**config.mk**
```make
export PLATFORM = sky130hd
export DESIGN_NAME = rsem_monitor
export DESIGN_NICKNAME = d
export VERILOG_FILES = /design/src/include/rsem_pkg.sv /design/src/hdl/rsem_monitor.sv
export VERILOG_INCLUDE_DIRS = /design/src /design/src/include
export SDC_FILE = /design/constraint.sdc
export NUM_CORES = 1
export LEC_CHECK = 0
export ABC_CLOCK_PERIOD_IN_PS = 7100
export BUFFER_PORTS_ARGS = -buffer_cell sky130_fd_sc_hd__buf_4
export CAP_MARGIN = 20
export CORE_AREA = 2 2 190 192
export CTS_CLUSTER_DIAMETER = 40
export DETAILED_ROUTE_END_ITERATION = 12
export DIE_AREA = 0 0 192 194
export MAX_ROUTING_LAYER = met4
export PLACE_DENSITY = 0.6
export SETUP_SLACK_MARGIN = 0.2
export SYNTH_ARGS = -nofsm -noshare
export SYNTH_HDL_FRONTEND = slang
export SYNTH_SLANG_ARGS = --single-unit
```
**constraint.sdc**
```tcl
create_clock -name sys_clk_i -period 7.1 [get_ports sys_clk_i]
set_clock_uncertainty 0.2 [all_clocks]
set_input_delay 1.42 -clock sys_clk_i [delete_from_list [all_inputs] [get_ports sys_clk_i]]
set_output_delay 1.42 -clock sys_clk_i [all_outputs]
set_load 0.005 [all_outputs]
```
**src/include/rsem_regs.svh**
```systemverilog
// Register offsets, field positions and reset values of the receive section error monitor.
// Assumes an 8-bit register port with byte addresses.
`ifndef RSEM_REGS_SVH
`define RSEM_REGS_SVH

`define RSEM_ADDR_W 8
`define RSEM_TRACE_CTRL 8'h0E
`define RSEM_TRACE_DATA 8'h0F
`define RSEM_B2BLK_LO 8'h10
`define RSEM_B2BLK_HI 8'h11
`define RSEM_CLRWIN_LO 8'h15
`define RSEM_CLRWIN_HI 8'h16
`define RSEM_CLRRUN 8'h17
`define RSEM_CLEANMAX 8'h18
`define RSEM_SETWIN_LO 8'h1B
`define RSEM_SETWIN_HI 8'h1C
`define RSEM_SETRUN 8'h1D
`define RSEM_ERRMIN 8'h1E
`define RSEM_B1_LO 8'h45
`define RSEM_B1_HI 8'h46
`define RSEM_B1_CFG 8'h47
`define RSEM_STATUS 8'h50
`define RSEM_INT_STAT 8'h51
`define RSEM_INT_CLR 8'h52
`define RSEM_INT_EN 8'h53

`define RSEM_ACC_BIT 1
`define RSEM_PRST_BIT 0
`define RSEM_CLRRUN_RST 7'h07
`define RSEM_SETRUN_RST 7'h03
`define RSEM_CLEANMAX_RST 8'h08
`define RSEM_ERRMIN_RST 8'h2B
`define RSEM_WIN_MULT 3
`define RSEM_TRACE_LEN 16
`define RSEM_TRACE_PTR_W 4

`endif

```
**src/include/rsem_pkg.sv**
```systemverilog
// Types of the receive section error monitor.
// Assumes nothing of its surroundings.
package rsem_pkg;
  typedef enum logic [1:0] {
    RSEM_HUNT_SET = 2'b01,
    RSEM_HUNT_CLR = 2'b10
  } rsem_state_type;
endpackage

```
**src/hdl/rsem_monitor.sv**
```systemverilog
// Operation
// - 16-bit B1 counter counts each B1 error.
// - B1 upper-byte write snapshots and clears counter.
// - B1 counter byte access, upper byte higher.
// - Access bit selects processor or comparator stepping.
// - Pointer reset bit rising edge rewinds pointer.
// - Processor access steps pointer after each access.
// - Set window spans eight times value plus one.
// - Clear window spans eight times value plus one.
// - Errored window: count reaches minimum; zero always.
// - Status sets after run of errored windows.
// - Clean window: count not above maximum; zero always.
// - Status clears after run of clean windows.
// - 13-bit B2 block counter counts block errors.
// - B2 upper-byte write snapshots and clears counter.
// - Trace control bits write-only, reset zero.
// - Config bit selects B1 bit or block counting.
//
// Register bank with byte-wide port; read data appear one cycle after the strobe.
// Assumes framed receive stream supplies error events and frame pulses on sys_clk_i.
//
// The plain strobed port was chosen for this implementation.
`timescale 1ns/1ps
`include "rsem_regs.svh"

module rsem_monitor
  import rsem_pkg::*;
(
  // Clock and reset.
  input wire logic sys_clk_i,
  input wire logic rstn_i,
  // Register port.
  input wire logic [7:0] reg_addr_i,
  input wire logic [7:0] reg_wdata_i,
  input wire logic reg_wr_i,
  input wire logic reg_rd_i,
  output logic [7:0] reg_rdata_o,
  // Receive stream events.
  input wire logic frame_pulse_i,
  input wire logic b1_bit_err_i,
  input wire logic [3:0] b1_bit_err_cnt_i,
  input wire logic b1_blk_err_i,
  input wire logic b2_blk_err_i,
  input wire logic trace_step_i,
  // Results.
  output logic [7:0] trace_string_byte_o,
  output logic excessive_mux_error_status_o,
  output logic irq_o
);

  // --------------------------------------------------------------------------
  // Register writes
  // --------------------------------------------------------------------------
  logic wr_ctrl, wr_data, rd_data, wr_b1hi, wr_b2hi;
  assign wr_ctrl = reg_wr_i && (reg_addr_i == `RSEM_TRACE_CTRL);
  assign wr_data = reg_wr_i && (reg_addr_i == `RSEM_TRACE_DATA);
  assign rd_data = reg_rd_i && (reg_addr_i == `RSEM_TRACE_DATA);
  assign wr_b1hi = reg_wr_i && (reg_addr_i == `RSEM_B1_HI);
  assign wr_b2hi = reg_wr_i && (reg_addr_i == `RSEM_B2BLK_HI);

  logic [10:0] set_window_length_q, clear_window_length_q;
  logic [6:0] set_window_run_q, clear_window_run_q;
  logic [7:0] errored_window_threshold_q, clean_window_threshold_q;
  logic parity_count_unit_select_q;
  logic trace_processor_access_q, trace_pointer_reset_q;
  logic [2:0] int_en_q;

  always_ff @(posedge sys_clk_i) begin
    if (!rstn_i) begin
      set_window_length_q <= 11'h000;
      clear_window_length_q <= 11'h000;
      set_window_run_q <= `RSEM_SETRUN_RST;
      clear_window_run_q <= `RSEM_CLRRUN_RST;
      errored_window_threshold_q <= `RSEM_ERRMIN_RST;
      clean_window_threshold_q <= `RSEM_CLEANMAX_RST;
      parity_count_unit_select_q <= 1'b0;
      trace_processor_access_q <= 1'b0;
      trace_pointer_reset_q <= 1'b0;
      int_en_q <= 3'h0;
    end else if (reg_wr_i) begin
      case (reg_addr_i)
        `RSEM_SETWIN_LO: set_window_length_q[7:0] <= reg_wdata_i;
        `RSEM_SETWIN_HI: set_window_length_q[10:8] <= reg_wdata_i[2:0];
        `RSEM_CLRWIN_LO: clear_window_length_q[7:0] <= reg_wdata_i;
        `RSEM_CLRWIN_HI: clear_window_length_q[10:8] <= reg_wdata_i[2:0];
        `RSEM_SETRUN: set_window_run_q <= reg_wdata_i[6:0];
        `RSEM_CLRRUN: clear_window_run_q <= reg_wdata_i[6:0];
        `RSEM_ERRMIN: errored_window_threshold_q <= reg_wdata_i;
        `RSEM_CLEANMAX: clean_window_threshold_q <= reg_wdata_i;
        `RSEM_B1_CFG: parity_count_unit_select_q <= reg_wdata_i[0];
        `RSEM_TRACE_CTRL: begin
          trace_processor_access_q <= reg_wdata_i[`RSEM_ACC_BIT];
          trace_pointer_reset_q <= reg_wdata_i[`RSEM_PRST_BIT];
        end
        `RSEM_INT_EN: int_en_q <= reg_wdata_i[2:0];
        default: begin
        end
      endcase
    end
  end

  // --------------------------------------------------------------------------
  // Expected trace string
  // --------------------------------------------------------------------------
  logic [`RSEM_TRACE_PTR_W-1:0] trace_ptr_q;
  logic [7:0] trace_mem_q [`RSEM_TRACE_LEN];
  logic ptr_rewind, ptr_step;

  assign ptr_rewind = wr_ctrl && reg_wdata_i[`RSEM_PRST_BIT] && !trace_pointer_reset_q;
  assign ptr_step = trace_processor_access_q ? (wr_data || rd_data) : trace_step_i;

  always_ff @(posedge sys_clk_i) begin
    if (!rstn_i) begin
      trace_ptr_q <= '0;
    end else if (ptr_rewind) begin
      trace_ptr_q <= '0;
    end else if (ptr_step) begin
      trace_ptr_q <= trace_ptr_q + 1'b1;
    end
  end

  always_ff @(posedge sys_clk_i) begin
    if (!rstn_i) begin
      for (int i = 0; i < `RSEM_TRACE_LEN; i++) begin
        trace_mem_q[i] <= 8'h00;
      end
    end else if (wr_data && trace_processor_access_q) begin
      trace_mem_q[trace_ptr_q] <= reg_wdata_i;
    end
  end

  always_ff @(posedge sys_clk_i) begin
    if (!rstn_i) begin
      trace_string_byte_o <= 8'h00;
    end else begin
      trace_string_byte_o <= trace_mem_q[trace_ptr_q];
    end
  end

  // --------------------------------------------------------------------------
  // Error counters
  // --------------------------------------------------------------------------
  logic [15:0] b1_cnt_q, b1_buf_q, b1_inc;
  logic [12:0] b2_cnt_q, b2_buf_q;

  assign b1_inc = parity_count_unit_select_q ? {15'h0000, b1_blk_err_i}
                : (b1_bit_err_i ? {12'h000, b1_bit_err_cnt_i} : 16'h0000);

  always_ff @(posedge sys_clk_i) begin
    if (!rstn_i) begin
      b1_cnt_q <= 16'h0000;
      b1_buf_q <= 16'h0000;
    end else if (wr_b1hi) begin
      b1_buf_q <= b1_cnt_q;
      b1_cnt_q <= b1_inc;
    end else begin
      b1_cnt_q <= b1_cnt_q + b1_inc;
    end
  end

  always_ff @(posedge sys_clk_i) begin
    if (!rstn_i) begin
      b2_cnt_q <= 13'h0000;
      b2_buf_q <= 13'h0000;
    end else if (wr_b2hi) begin
      b2_buf_q <= b2_cnt_q;
      b2_cnt_q <= {12'h000, b2_blk_err_i};
    end else if (b2_blk_err_i) begin
      b2_cnt_q <= b2_cnt_q + 13'h0001;
    end
  end

  // --------------------------------------------------------------------------
  // Excessive B2 window detector
  // --------------------------------------------------------------------------
  rsem_state_type state_q;
  logic [13:0] frame_cnt_q, win_frames;
  logic [7:0] win_err_q;
  logic [6:0] run_q, run_target;
  logic win_end, win_bad, win_clean, win_hit, flip;

  assign win_frames = state_q == RSEM_HUNT_CLR
                    ? {clear_window_length_q, 3'h7} : {set_window_length_q, 3'h7};
  assign win_end = frame_pulse_i && (frame_cnt_q == win_frames);
  assign win_bad = (errored_window_threshold_q == 8'h00) || (win_err_q >= errored_window_threshold_q);
  assign win_clean = (clean_window_threshold_q == 8'h00) || (win_err_q <= clean_window_threshold_q);
  assign win_hit = state_q == RSEM_HUNT_CLR ? win_clean : win_bad;
  assign run_target = state_q == RSEM_HUNT_CLR ? clear_window_run_q : set_window_run_q;
  assign flip = win_end && win_hit && (run_target != 7'h00) && (run_q + 7'h01 >= run_target);

  always_ff @(posedge sys_clk_i) begin
    if (!rstn_i) begin
      state_q <= RSEM_HUNT_SET;
    end else if (flip) begin
      case (state_q)
        RSEM_HUNT_SET: state_q <= RSEM_HUNT_CLR;
        RSEM_HUNT_CLR: state_q <= RSEM_HUNT_SET;
        default: state_q <= RSEM_HUNT_SET;
      endcase
    end
  end

  always_ff @(posedge sys_clk_i) begin
    if (!rstn_i || flip) begin
      frame_cnt_q <= 14'h0000;
      win_err_q <= 8'h00;
      run_q <= 7'h00;
    end else begin
      if (win_end) begin
        frame_cnt_q <= 14'h0000;
        win_err_q <= {7'h00, b2_blk_err_i};
        run_q <= win_hit ? run_q + 7'h01 : 7'h00;
      end else begin
        if (frame_pulse_i) begin
          frame_cnt_q <= frame_cnt_q + 14'h0001;
        end
        if (b2_blk_err_i && win_err_q != 8'hFF) begin
          win_err_q <= win_err_q + 8'h01;
        end
      end
    end
  end

  assign excessive_mux_error_status_o = (state_q == RSEM_HUNT_CLR);

  // --------------------------------------------------------------------------
  // Interrupts
  // --------------------------------------------------------------------------
  logic [2:0] int_stat_q, int_evt, int_clr;
  assign int_evt = {flip && state_q == RSEM_HUNT_CLR, flip && state_q == RSEM_HUNT_SET, b2_blk_err_i};
  assign int_clr = (reg_wr_i && reg_addr_i == `RSEM_INT_CLR) ? reg_wdata_i[2:0] : 3'h0;

  always_ff @(posedge sys_clk_i) begin
    if (!rstn_i) begin
      int_stat_q <= 3'h0;
    end else begin
      int_stat_q <= (int_stat_q & ~int_clr) | int_evt;
    end
  end

  assign irq_o = |(int_stat_q & int_en_q);

  // --------------------------------------------------------------------------
  // Register reads
  // --------------------------------------------------------------------------
  always_ff @(posedge sys_clk_i) begin
    if (!rstn_i) begin
      reg_rdata_o <= 8'h00;
    end else if (reg_rd_i) begin
      case (reg_addr_i)
        `RSEM_TRACE_DATA: reg_rdata_o <= trace_mem_q[trace_ptr_q];
        `RSEM_B1_LO: reg_rdata_o <= b1_buf_q[7:0];
        `RSEM_B1_HI: reg_rdata_o <= b1_buf_q[15:8];
        `RSEM_B2BLK_LO: reg_rdata_o <= b2_buf_q[7:0];
        `RSEM_B2BLK_HI: reg_rdata_o <= {3'h0, b2_buf_q[12:8]};
        `RSEM_SETWIN_LO: reg_rdata_o <= set_window_length_q[7:0];
        `RSEM_SETWIN_HI: reg_rdata_o <= {5'h00, set_window_length_q[10:8]};
        `RSEM_CLRWIN_LO: reg_rdata_o <= clear_window_length_q[7:0];
        `RSEM_CLRWIN_HI: reg_rdata_o <= {5'h00, clear_window_length_q[10:8]};
        `RSEM_SETRUN: reg_rdata_o <= {1'b0, set_window_run_q};
        `RSEM_CLRRUN: reg_rdata_o <= {1'b0, clear_window_run_q};
        `RSEM_ERRMIN: reg_rdata_o <= errored_window_threshold_q;
        `RSEM_CLEANMAX: reg_rdata_o <= clean_window_threshold_q;
        `RSEM_B1_CFG: reg_rdata_o <= {7'h00, parity_count_unit_select_q};
        `RSEM_STATUS: reg_rdata_o <= {7'h00, excessive_mux_error_status_o};
        `RSEM_INT_STAT: reg_rdata_o <= {5'h00, int_stat_q};
        `RSEM_INT_EN: reg_rdata_o <= {5'h00, int_en_q};
        default: reg_rdata_o <= 8'h00;
      endcase
    end else begin
      reg_rdata_o <= 8'h00;
    end
  end
endmodule

```
==> summary.md, run 1 <==
| Metric | Value |
|---|---|
| Status | `complete, no violations` |
| Post-Synth XOR/XNOR Area | `3.30%` |
| Setup crit start | `state_q[0]` |
| VDD IR max | `151 uV` |
| Post-Syn Area | `0.0146 sq mm` |
| Pins Over Slew Limit | `0` |
| DRT iter0 DRCs | `1070` |
| Static leakage | `6.24 nW` |
| Reg2reg end | `int_stat_q[2]` |
| Initial antenna violation count | `0` |
| Setup Buffers After CTS | `0` |
| Avg WL per Cell | `20.2 um` |
| Post-synthesis register bit count | `302` |
| Pint | `3.17 mW` |
| Critical path endpoint | `excessive_mux_error_status_o` |
| Multiplexer share of the synthesized area | `8.41%` |
| I/O Buffers | `46` |
| MaxCap Viol Count | `0` |
| Dominant synthesized flop cell | `dfxtp_1` |
| Hold WC Path Type | `reg -> reg` |
| Slew @ Worst Pin | `1170 ps` |
| Period minus WS final | `4130 ps` |
| CTS Buffer Depth | `3` |
| Pin count of the biggest net entering global routing | `85` |
| CP startpoint kind | `flop` |
| Crit share post-route | `58.1%` |
| Post-synthesis simple-gate area fraction | `21.7%` |
| H-tree depth | `2` |
| Antenna cells | `0` |
| Layout cells sized above 1 | `13.5%` |
| Synth Instances | `1429` |
| Die height | `194 um` |
| Hold_buf cts | `0` |
| Sw Pwr | `0.979 mW` |
| # DRC | `0` |
| WS Path Type | `reg -> out` |
| Post-cts sizing count | `0` |
| Final hold vios | `0` |
| Library cells used by synthesis | `82` |
| Sw frac | `23.6%` |
| Vias in the first global route | `10400` |
| EDFF count, synth | `128` |
| Final setup fails | `0` |
| RD Place Congestion | `0.908` |
| Filler cell count | `3357` |
| Synth Area in Compound Gates | `9.69%` |
| # rows | `69` |
| Via Count | `10900` |
| Flop pwr share | `45.1%` |
| Largest family of logic cells by synthesized area | `simple AND/OR/NAND/NOR gates` |
| First-pass GRT wire length | `61200 um` |
| Layout Nets | `1512` |
| CTS Sinks | `302` |
| Gate power share | `5.6%` |
| Total Wirelength | `39100 um` |
| CTS tree | `done` |
| Layout area overhead | `13.9%` |
| GRT Overall Usage | `22.1%` |
| Vias per inst | `5.60` |
| Worst-Skew Late Latency | `550 ps` |
| R2R Setup Slk | `3170 ps` |
| Root buf cell | `clkbuf_16` |
| Maximum clock rate | `0.242 GHz` |
| R2R depth | `12` |
| Worst setup EP type | `output pin` |
| R2r startpoint | `state_q[0]` |
| Area of the core | `0.0352 sq mm` |
| Most frequent cells in the layout | `dfxtp_1, nand2_1, and2_1, edfxtp_1, nor2_1` |
| Slew HR | `21.0%` |
| Most common cell after layout, fill and taps aside | `dfxtp_1` |
| Ports | `47` |
| Ys Warns | `0` |
| Syn_nets | `1494` |
| Inst Count DP | `1858` |
| Starting density of the core | `41.5%` |
| Worst Path Arrival | `2510 ps` |
| Reg clk slew, reported paths | `50 ps` |
| GRT overflow | `0` |
| Post-DP HPWL | `27000 um` |
| First-pass detailed-route iteration total | `9` |
| Seq/Total Area, Yosys | `50.1%` |
| Clock power share | `49.3%` |
| PwrDens | `249 mW/mm^2` |
| Total negative slack | `0 ps` |
| ANT nets after route | `0` |
| Die footprint | `0.0372 sq mm` |
| Worst EP required | `5480 ps` |
| Ys async rst share | `0%` |
| Fin cells | `1938` |
| CTS buffer count | `42` |
| Post-synthesis adder-cell area fraction | `3.13%` |
| RSZ-0062 raised after global routing | `no` |
| Syn avg cell area | `10.2 sq um` |
| Worst Path Max Fanout | `19` |
| Die width | `192 um` |
==> layer usage <==
metal	routed length, um	global-route usage, %	share of wire [%]
met5	0	-	0
met4	839	5.68	2.1
met3	3240	4.20	8.3
met2	17500	32.2	45
met1	17600	31.6	45
==> cell families after synthesis <==
logic type / count (synthesis)
compound gates: 209
xor+xnor: 55
fa+ha+maj: 36
buf+inv: 131
flops: 302
mux: 72
simple gates: 624
==> area by class of cell <==
type                       count  area [sq um]  share of cell area (%)
sequential                   302          7330                    44.0
multi-input combinational    996          6750                    40.6
clock buffer                  52          1140                    6.85
tap                          461           577                    3.47
timing repair buffer          59           443                    2.66
clock inverter                22           228                    1.37
inverter                      46           173                    1.04
==> cell usage after synthesis (21+ instances only) <==
cell / count / share of area [%]
nor2_1: 107 / 2.7
dfxtp_1: 174 / 24
xnor2_1: 30 / 1.8
inv_1: 45 / 1.2
mux4_2: 40 / 6.2
a21oi_1: 88 / 3.0
nand3_1: 97 / 3.3
nand2_1: 172 / 4.4
edfxtp_1: 128 / 26
and2_1: 141 / 6.0
o21ai_0: 22 / 0.75
mux2i_1: 26 / 1.8
clkbuf_1: 62 / 1.6
nor2b_1: 21 / 0.90
ha_1: 35 / 3.0
xor2_1: 25 / 1.5
==> through the flow <==
step / instance area [sq um] / power (mW) / util, % / hold WS, ps / setup slack, ps
floorplan: 14600 / 2.05 / - / 234 / 3530
global placement: 15200 / 2.13 / 43.2 / 246 / 2730
detailed placement: 15200 / 2.14 / 43.3 / 248 / 2570
CTS: 16600 / 4.18 / 47.1 / 257 / 2960
global route: 16600 / 4.28 / 47.2 / 276 / 2850
finish: 16600 / 4.15 / 47.2 / 254 / 2970
==> registers in the layout, summed over array words and instances (netlist names), 11 cells and up, named ones only <==
register,count
b2_buf_q,13
set_window_length_q,11
clear_window_length_q,11
frame_cnt_q,14
trace_mem_q,128
b1_buf_q,16
b1_cnt_q,16
b2_cnt_q,13
==> critical path, stage by stage (launching register included) <==
cell and delay (ps):
dfxtp_1 420, nand2b_1 870, inv_2 410, buf_4 260
==> how the worst min path moves through the flow <==
stage                       from           end  slack (ps)  cells past startpoint
CTS                 b1_buf_q[13]  b1_buf_q[13]         260                      2
global route        b2_buf_q[12]  b2_buf_q[12]         280                      2
detailed placement  b1_buf_q[13]  b1_buf_q[13]         250                      2
floorplan            b1_buf_q[8]   b1_buf_q[8]         230                      2
global placement     b1_cnt_q[0]   b1_buf_q[0]         250                      2
finish              b1_buf_q[15]  b1_buf_q[15]         250                      2
==> power by group through the flow <==
stage          Sequential [mW]  Combinational, mW  Clock (mW)
2_1_floorplan             1.89              0.154           0
3_3_place_gp              1.92              0.216           0
3_5_place_dp              1.91              0.230           0
4_1_cts                   1.87              0.231        2.08
5_1_grt                   1.87              0.249        2.16
6_report                  1.87              0.232        2.05
Note: power is estimated with default switching activity, not from simulation.
==> run 2, diff against run 1 <==
- ABC_CLOCK_PERIOD_IN_PS: 7100 -> 4300
- clock period: 7.1 -> 4.3 ns (I/O delays scaled with it)
==> run 2 against run 1 <==
Against the previous run:
- critical path depth up 9
- global-route usage up 0.64 points
- clock-buffer cell count down 1
- critical path type is now reg -> reg
- clock power up 80%
- utilization up 0.86 points
- sequential power up 65%
- largest power group unchanged
- routed wire length up 3.3%
- cell area up 1.8%
- total power up 73%
- register-to-register slack worse by 2200 ps
- combinational power up 72%
==> summary.md, run 2 (synthesis gave the netlist of run 1 again) <==
| Metric | Value |
|---|---|
| Maximum clock rate | `0.297 GHz` |
| Vias in the first global route | `10800` |
| First-pass detailed-route iteration total | `8` |
| CP startpoint kind | `flop` |
| Slew @ Worst Pin | `942 ps` |
| Worst Path Max Fanout | `11` |
| R2r startpoint | `state_q[0]` |
| Most frequent cells in the layout | `dfxtp_1, nand2_1, and2_1, edfxtp_1, nor2_1` |
| Ports | `47` |
| Pins Over Slew Limit | `0` |
| Hold WC Path Type | `reg -> reg` |
| DRT iter0 DRCs | `1105` |
| RD Place Congestion | `0.942` |
| Die height | `194 um` |
| MaxCap Viol Count | `0` |
| Period minus WS final | `3370 ps` |
| Tot Pwr | `7.17 mW` |
| GRT overflow | `0` |
| Static leakage | `6.39 nW` |
| Reg clk slew, reported paths | `60 ps` |
| Most common cell after layout, fill and taps aside | `dfxtp_1` |
| Starting density of the core | `41.5%` |
| Avg WL per Cell | `20.6 um` |
| Worst EP required | `4540 ps` |
| Layout area overhead | `15.9%` |
| RSZ-0062 raised after global routing | `no` |
| Worst setup EP type | `flop` |
| Placed inst area | `0.0154 sq mm` |
| First-pass GRT wire length | `63100 um` |
| Util after Layout | `48.1%` |
| Slew HR | `37.2%` |
| Final Worst Setup Slack | `933 ps` |
| H-tree depth | `2` |
| Largest regs | `trace_mem_q: 128 flops, b1_buf_q: 16 flops, b1_cnt_q: 16 flops` |
| Via Count | `11100` |
| Layout cells sized above 1 | `15.2%` |
| Layout Nets | `1532` |
| PwrDens | `424 mW/mm^2` |
| Die footprint | `0.0372 sq mm` |
| Max reg flops | `128` |
| Post-DP HPWL | `27900 um` |
| CTS Sinks | `302` |
| Worst-Skew Late Latency | `550 ps` |
| # rows | `69` |
| Worst hold start | `b1_buf_q[5]` |
| Setup Buffers After CTS | `0` |
| Initial antenna violation count | `1` |
| # DRC | `0` |
| WS Path Type | `reg -> reg` |
| Worst Path Arrival | `3600 ps` |
| CTS tree | `done` |
| Final setup fails | `0` |
| CTS Buffer Depth | `3` |
| I/O Buffers | `46` |
| Total negative slack | `0 ps` |
| Dpl ws | `713 ps` |
| Pin count of the biggest net entering global routing | `85` |
| Crit share post-route | `78.3%` |
| GRT Overall Usage | `22.7%` |
| Post-cts sizing count | `0` |
| Final hold vios | `0` |
| VDD IR max | `234 uV` |
| Cell area after layout | `0.0169 sq mm` |
| Hold_buf cts | `0` |
| Root buf cell | `clkbuf_16` |
| Area of the core | `0.0352 sq mm` |
| Setup crit start | `state_q[0]` |
| Die width | `192 um` |
| ANT nets after route | `0` |
| CTS buffer count | `44` |
| Total Wirelength | `40400 um` |
| Status | `complete, no violations` |
| Top reg by flops | `trace_mem_q` |
| Vias per inst | `5.65` |
## run 2: layout make-up
cell class / instances / area [sq um]
antenna: 1 / 2.50
clock buffer: 51 / 1190
clock inverter: 29 / 333
fill: 3259 / 18300
inverter: 46 / 173
multi-input combinational: 996 / 6750
sequential: 302 / 7330
tap: 461 / 577
timing repair buffer: 77 / 588
## run 2: metrics by stage
step | hold slack, ps | cells
after global routing | 267 | 1963
after detailed placement | 249 | 1881
final | 259 | 1963
after floorplan | 234 | 1429
after CTS | 257 | 1961
after global placement | 242 | 1881
## run 2: critical path, cell delays in order (launching register included)
cell and delay, ps:
dfxtp_1 400, nand2b_1 540, inv_2 290, nand2_1 130
nand2_1 60, ha_1 260, nand2b_1 100, a21o_1 110
a211o_1 110, o2111ai_1 90, a221o_1 420, or3_4 430
o31a_1 110
## run 2: final timing paths
path              depth (start not counted)  slack, ps           to
setup / recovery                         12        930   state_q[0]
hold / removal                            2        260  b1_buf_q[5]
hold reg to reg                           2        260  b1_buf_q[5]
setup reg to reg                         12        930   state_q[0]
## run 2: power breakdown
group | internal (mW) | total [mW] | leakage, nW | switching [mW]
sequential | 3.05 | 3.09 | 2.73 | 0.0429
clock | 2.35 | 3.69 | 0.730 | 1.34
combinational | 0.157 | 0.399 | 2.93 | 0.242
total | 5.55 | 7.17 | 6.39 | 1.62
## run 2: metal layers
metal  GRT usage (%)  vias to the layer above  wire length (um)
li1                -                     5170                 -
met1            31.8                     5382             18400
met3            4.36                      108              2770
met5               -                        -                 0
met4            8.62                        0              1520
met2            32.6                      438             17700
==> run 3, diff against run 2 <==
- ABC_CLOCK_PERIOD_IN_PS: 4300 -> 3300
- clock period: 4.3 -> 3.3 ns (I/O delays scaled with it)
==> run 3 against run 2 <==
Against the previous run:
- total power increased by 29%
- global-route usage decreased by 0.72 points
- hold slack got worse by 43 ps
- clock-buffer cell count increased by 3
- largest cell class unchanged
- critical path depth unchanged
- utilization increased by 0.27 points
- cell area increased by 0.57%
==> summary.md, run 3 (synthesis gave the netlist of run 1 again) <==
| Metric | Value |
|---|---|
| H-tree depth | `2` |
| Worst-Skew Late Latency | `540 ps` |
| CTS Sinks | `302` |
| Worst Path Arrival | `3040 ps` |
| RSZ-0062 raised after global routing | `no` |
| Initial antenna violation count | `0` |
| MaxCap Viol Count | `0` |
| Period minus WS final | `2820 ps` |
| Max reg flops | `128` |
| Hold WC Path Type | `in -> reg` |
| # DRC | `0` |
| RD Place Congestion | `0.916` |
| Worst path most repeated cell | `nand2_1` |
| VDD IR max | `325 uV` |
| ANT nets after route | `0` |
| Critical path's largest stage delay | `420 ps` |
| First-pass detailed-route iteration total | `7` |
| Layout area overhead | `16.6%` |
| Most frequent cells in the layout | `dfxtp_1, nand2_1, and2_1, edfxtp_1, nor2_1` |
| PwrDens | `542 mW/mm^2` |
| Slowest cell on crit path | `dfxtp_1` |
| First-pass GRT wire length | `61200 um` |
| CP delay by family, top | `simple AND/OR/NAND/NOR gates` |
| Starting density of the core | `41.5%` |
| Most common cell after layout, fill and taps aside | `dfxtp_1` |
| Total negative slack | `0 ps` |
| CTS tree | `done` |
| Largest regs | `trace_mem_q: 128 flops, b1_buf_q: 16 flops, b1_cnt_q: 16 flops` |
| Pin count of the biggest net entering global routing | `85` |
| Vias per inst | `5.53` |
| GRT Overall Usage | `22.0%` |
| Area of the core | `0.0352 sq mm` |
| Pins Over Slew Limit | `0` |
| Avg WL per Cell | `20.0 um` |
| Final hold vios | `0` |
| Status | `complete, no violations` |
| Die height | `194 um` |
| Via Count | `11000` |
| # rows | `69` |
| Hold_buf cts | `0` |
| Cell area after layout | `0.0170 sq mm` |
| Total Wirelength | `39700 um` |
| Reg clk slew, reported paths | `50 ps` |
| Placed inst area | `0.0156 sq mm` |
| Layout Nets | `1551` |
| Post-DP HPWL | `27600 um` |
| Worst EP required | `3520 ps` |
| CP Buf/Inv Count | `1` |
| Antenna cells | `0` |
| Final setup fails | `0` |
| DRT iter0 DRCs | `1027` |
| Slew @ Worst Pin | `918 ps` |
| GRT overflow | `0` |
| Critical path, cell by cell | `nand2b_2 > inv_2 > nand2_1 > nand2_1 > ha_1 > nand2b_1 > a21o_1 > a211o_1 > o2111ai_1 > a221o_1 > or3_4 > o31a_1` |
| CTS buffer count | `44` |
| Worst Path Max Fanout | `8` |
| Root buf cell | `clkbuf_16` |
| I/O Buffers | `46` |
| CTS Buffer Depth | `3` |
| Die footprint | `0.0372 sq mm` |
| Static leakage | `6.46 nW` |
| Worst setup EP type | `flop` |
| Vias in the first global route | `10400` |
| Slew HR | `38.8%` |
| Crit share post-route | `85.5%` |
| Top reg by flops | `trace_mem_q` |
| Layout cells sized above 1 | `15.8%` |
| WS Path Type | `reg -> reg` |
| CP startpoint kind | `flop` |
| Ports | `47` |
| Die width | `192 um` |
| Maximum clock rate | `0.354 GHz` |
-- run 3: area by class of cell --
type | instances | area, sq um
multi-input cells | 996 | 6750
inverters | 46 | 173
clock inverters | 25 | 293
fillers | 3273 | 18200
clock buffers | 54 | 1180
repair buffers | 96 | 733
well taps | 461 | 577
flip-flops and latches | 302 | 7330
-- run 3: worst reg2reg max path: cells and delay by family (launching register included) --
| family | cells | cell delay [ps] |
|---|---|---|
| compound gates | 5 | 850 |
| fa+ha+maj | 1 | 260 |
| buf+inv | 1 | 60 |
| flops | 1 | 420 |
| simple gates | 5 | 930 |
-- run 3: path summary, 6_finish.rpt --
check                           cells after the start              to          start  slack, ps
worst max-delay path                               12      state_q[0]     state_q[0]        480
worst min-delay path                                3  frame_cnt_q[0]  frame_pulse_i        220
worst max register to register                     12      state_q[0]     state_q[0]        480
worst min register to register                      2     b1_buf_q[4]    b1_buf_q[4]        260
-- run 3: power by group --
part | switching (mW) | internal, mW
Sequential | 0.0521 | 3.97
Clock | 1.73 | 2.95
Combinational | 0.321 | 0.215
Total | 2.10 | 7.14
-- run 3: stage by stage --
step	std cells	utilization, %	hold slack, ps	worst slack [ps]	power (mW)
floorplan	1429	-	234	488	4.41
global placement	1901	44.2	248	263	4.62
detailed placement	1901	44.2	249	197	4.63
CTS	1980	48.4	210	332	9.30
global route	1980	48.4	227	283	9.50
finish	1980	48.4	217	477	9.24
-- run 3: timing repair --
item                       CTS  global route
setup buffers                0             0
setup endpoints to repair    0             5
resized for setup            0             1
-- run 3: routing by layer --
layer  share of wire, %  GRT usage, %
met1                 47          31.9
met5                  0             -
met3                7.3          3.62
met4                2.7          6.62
met2                 43          31.5
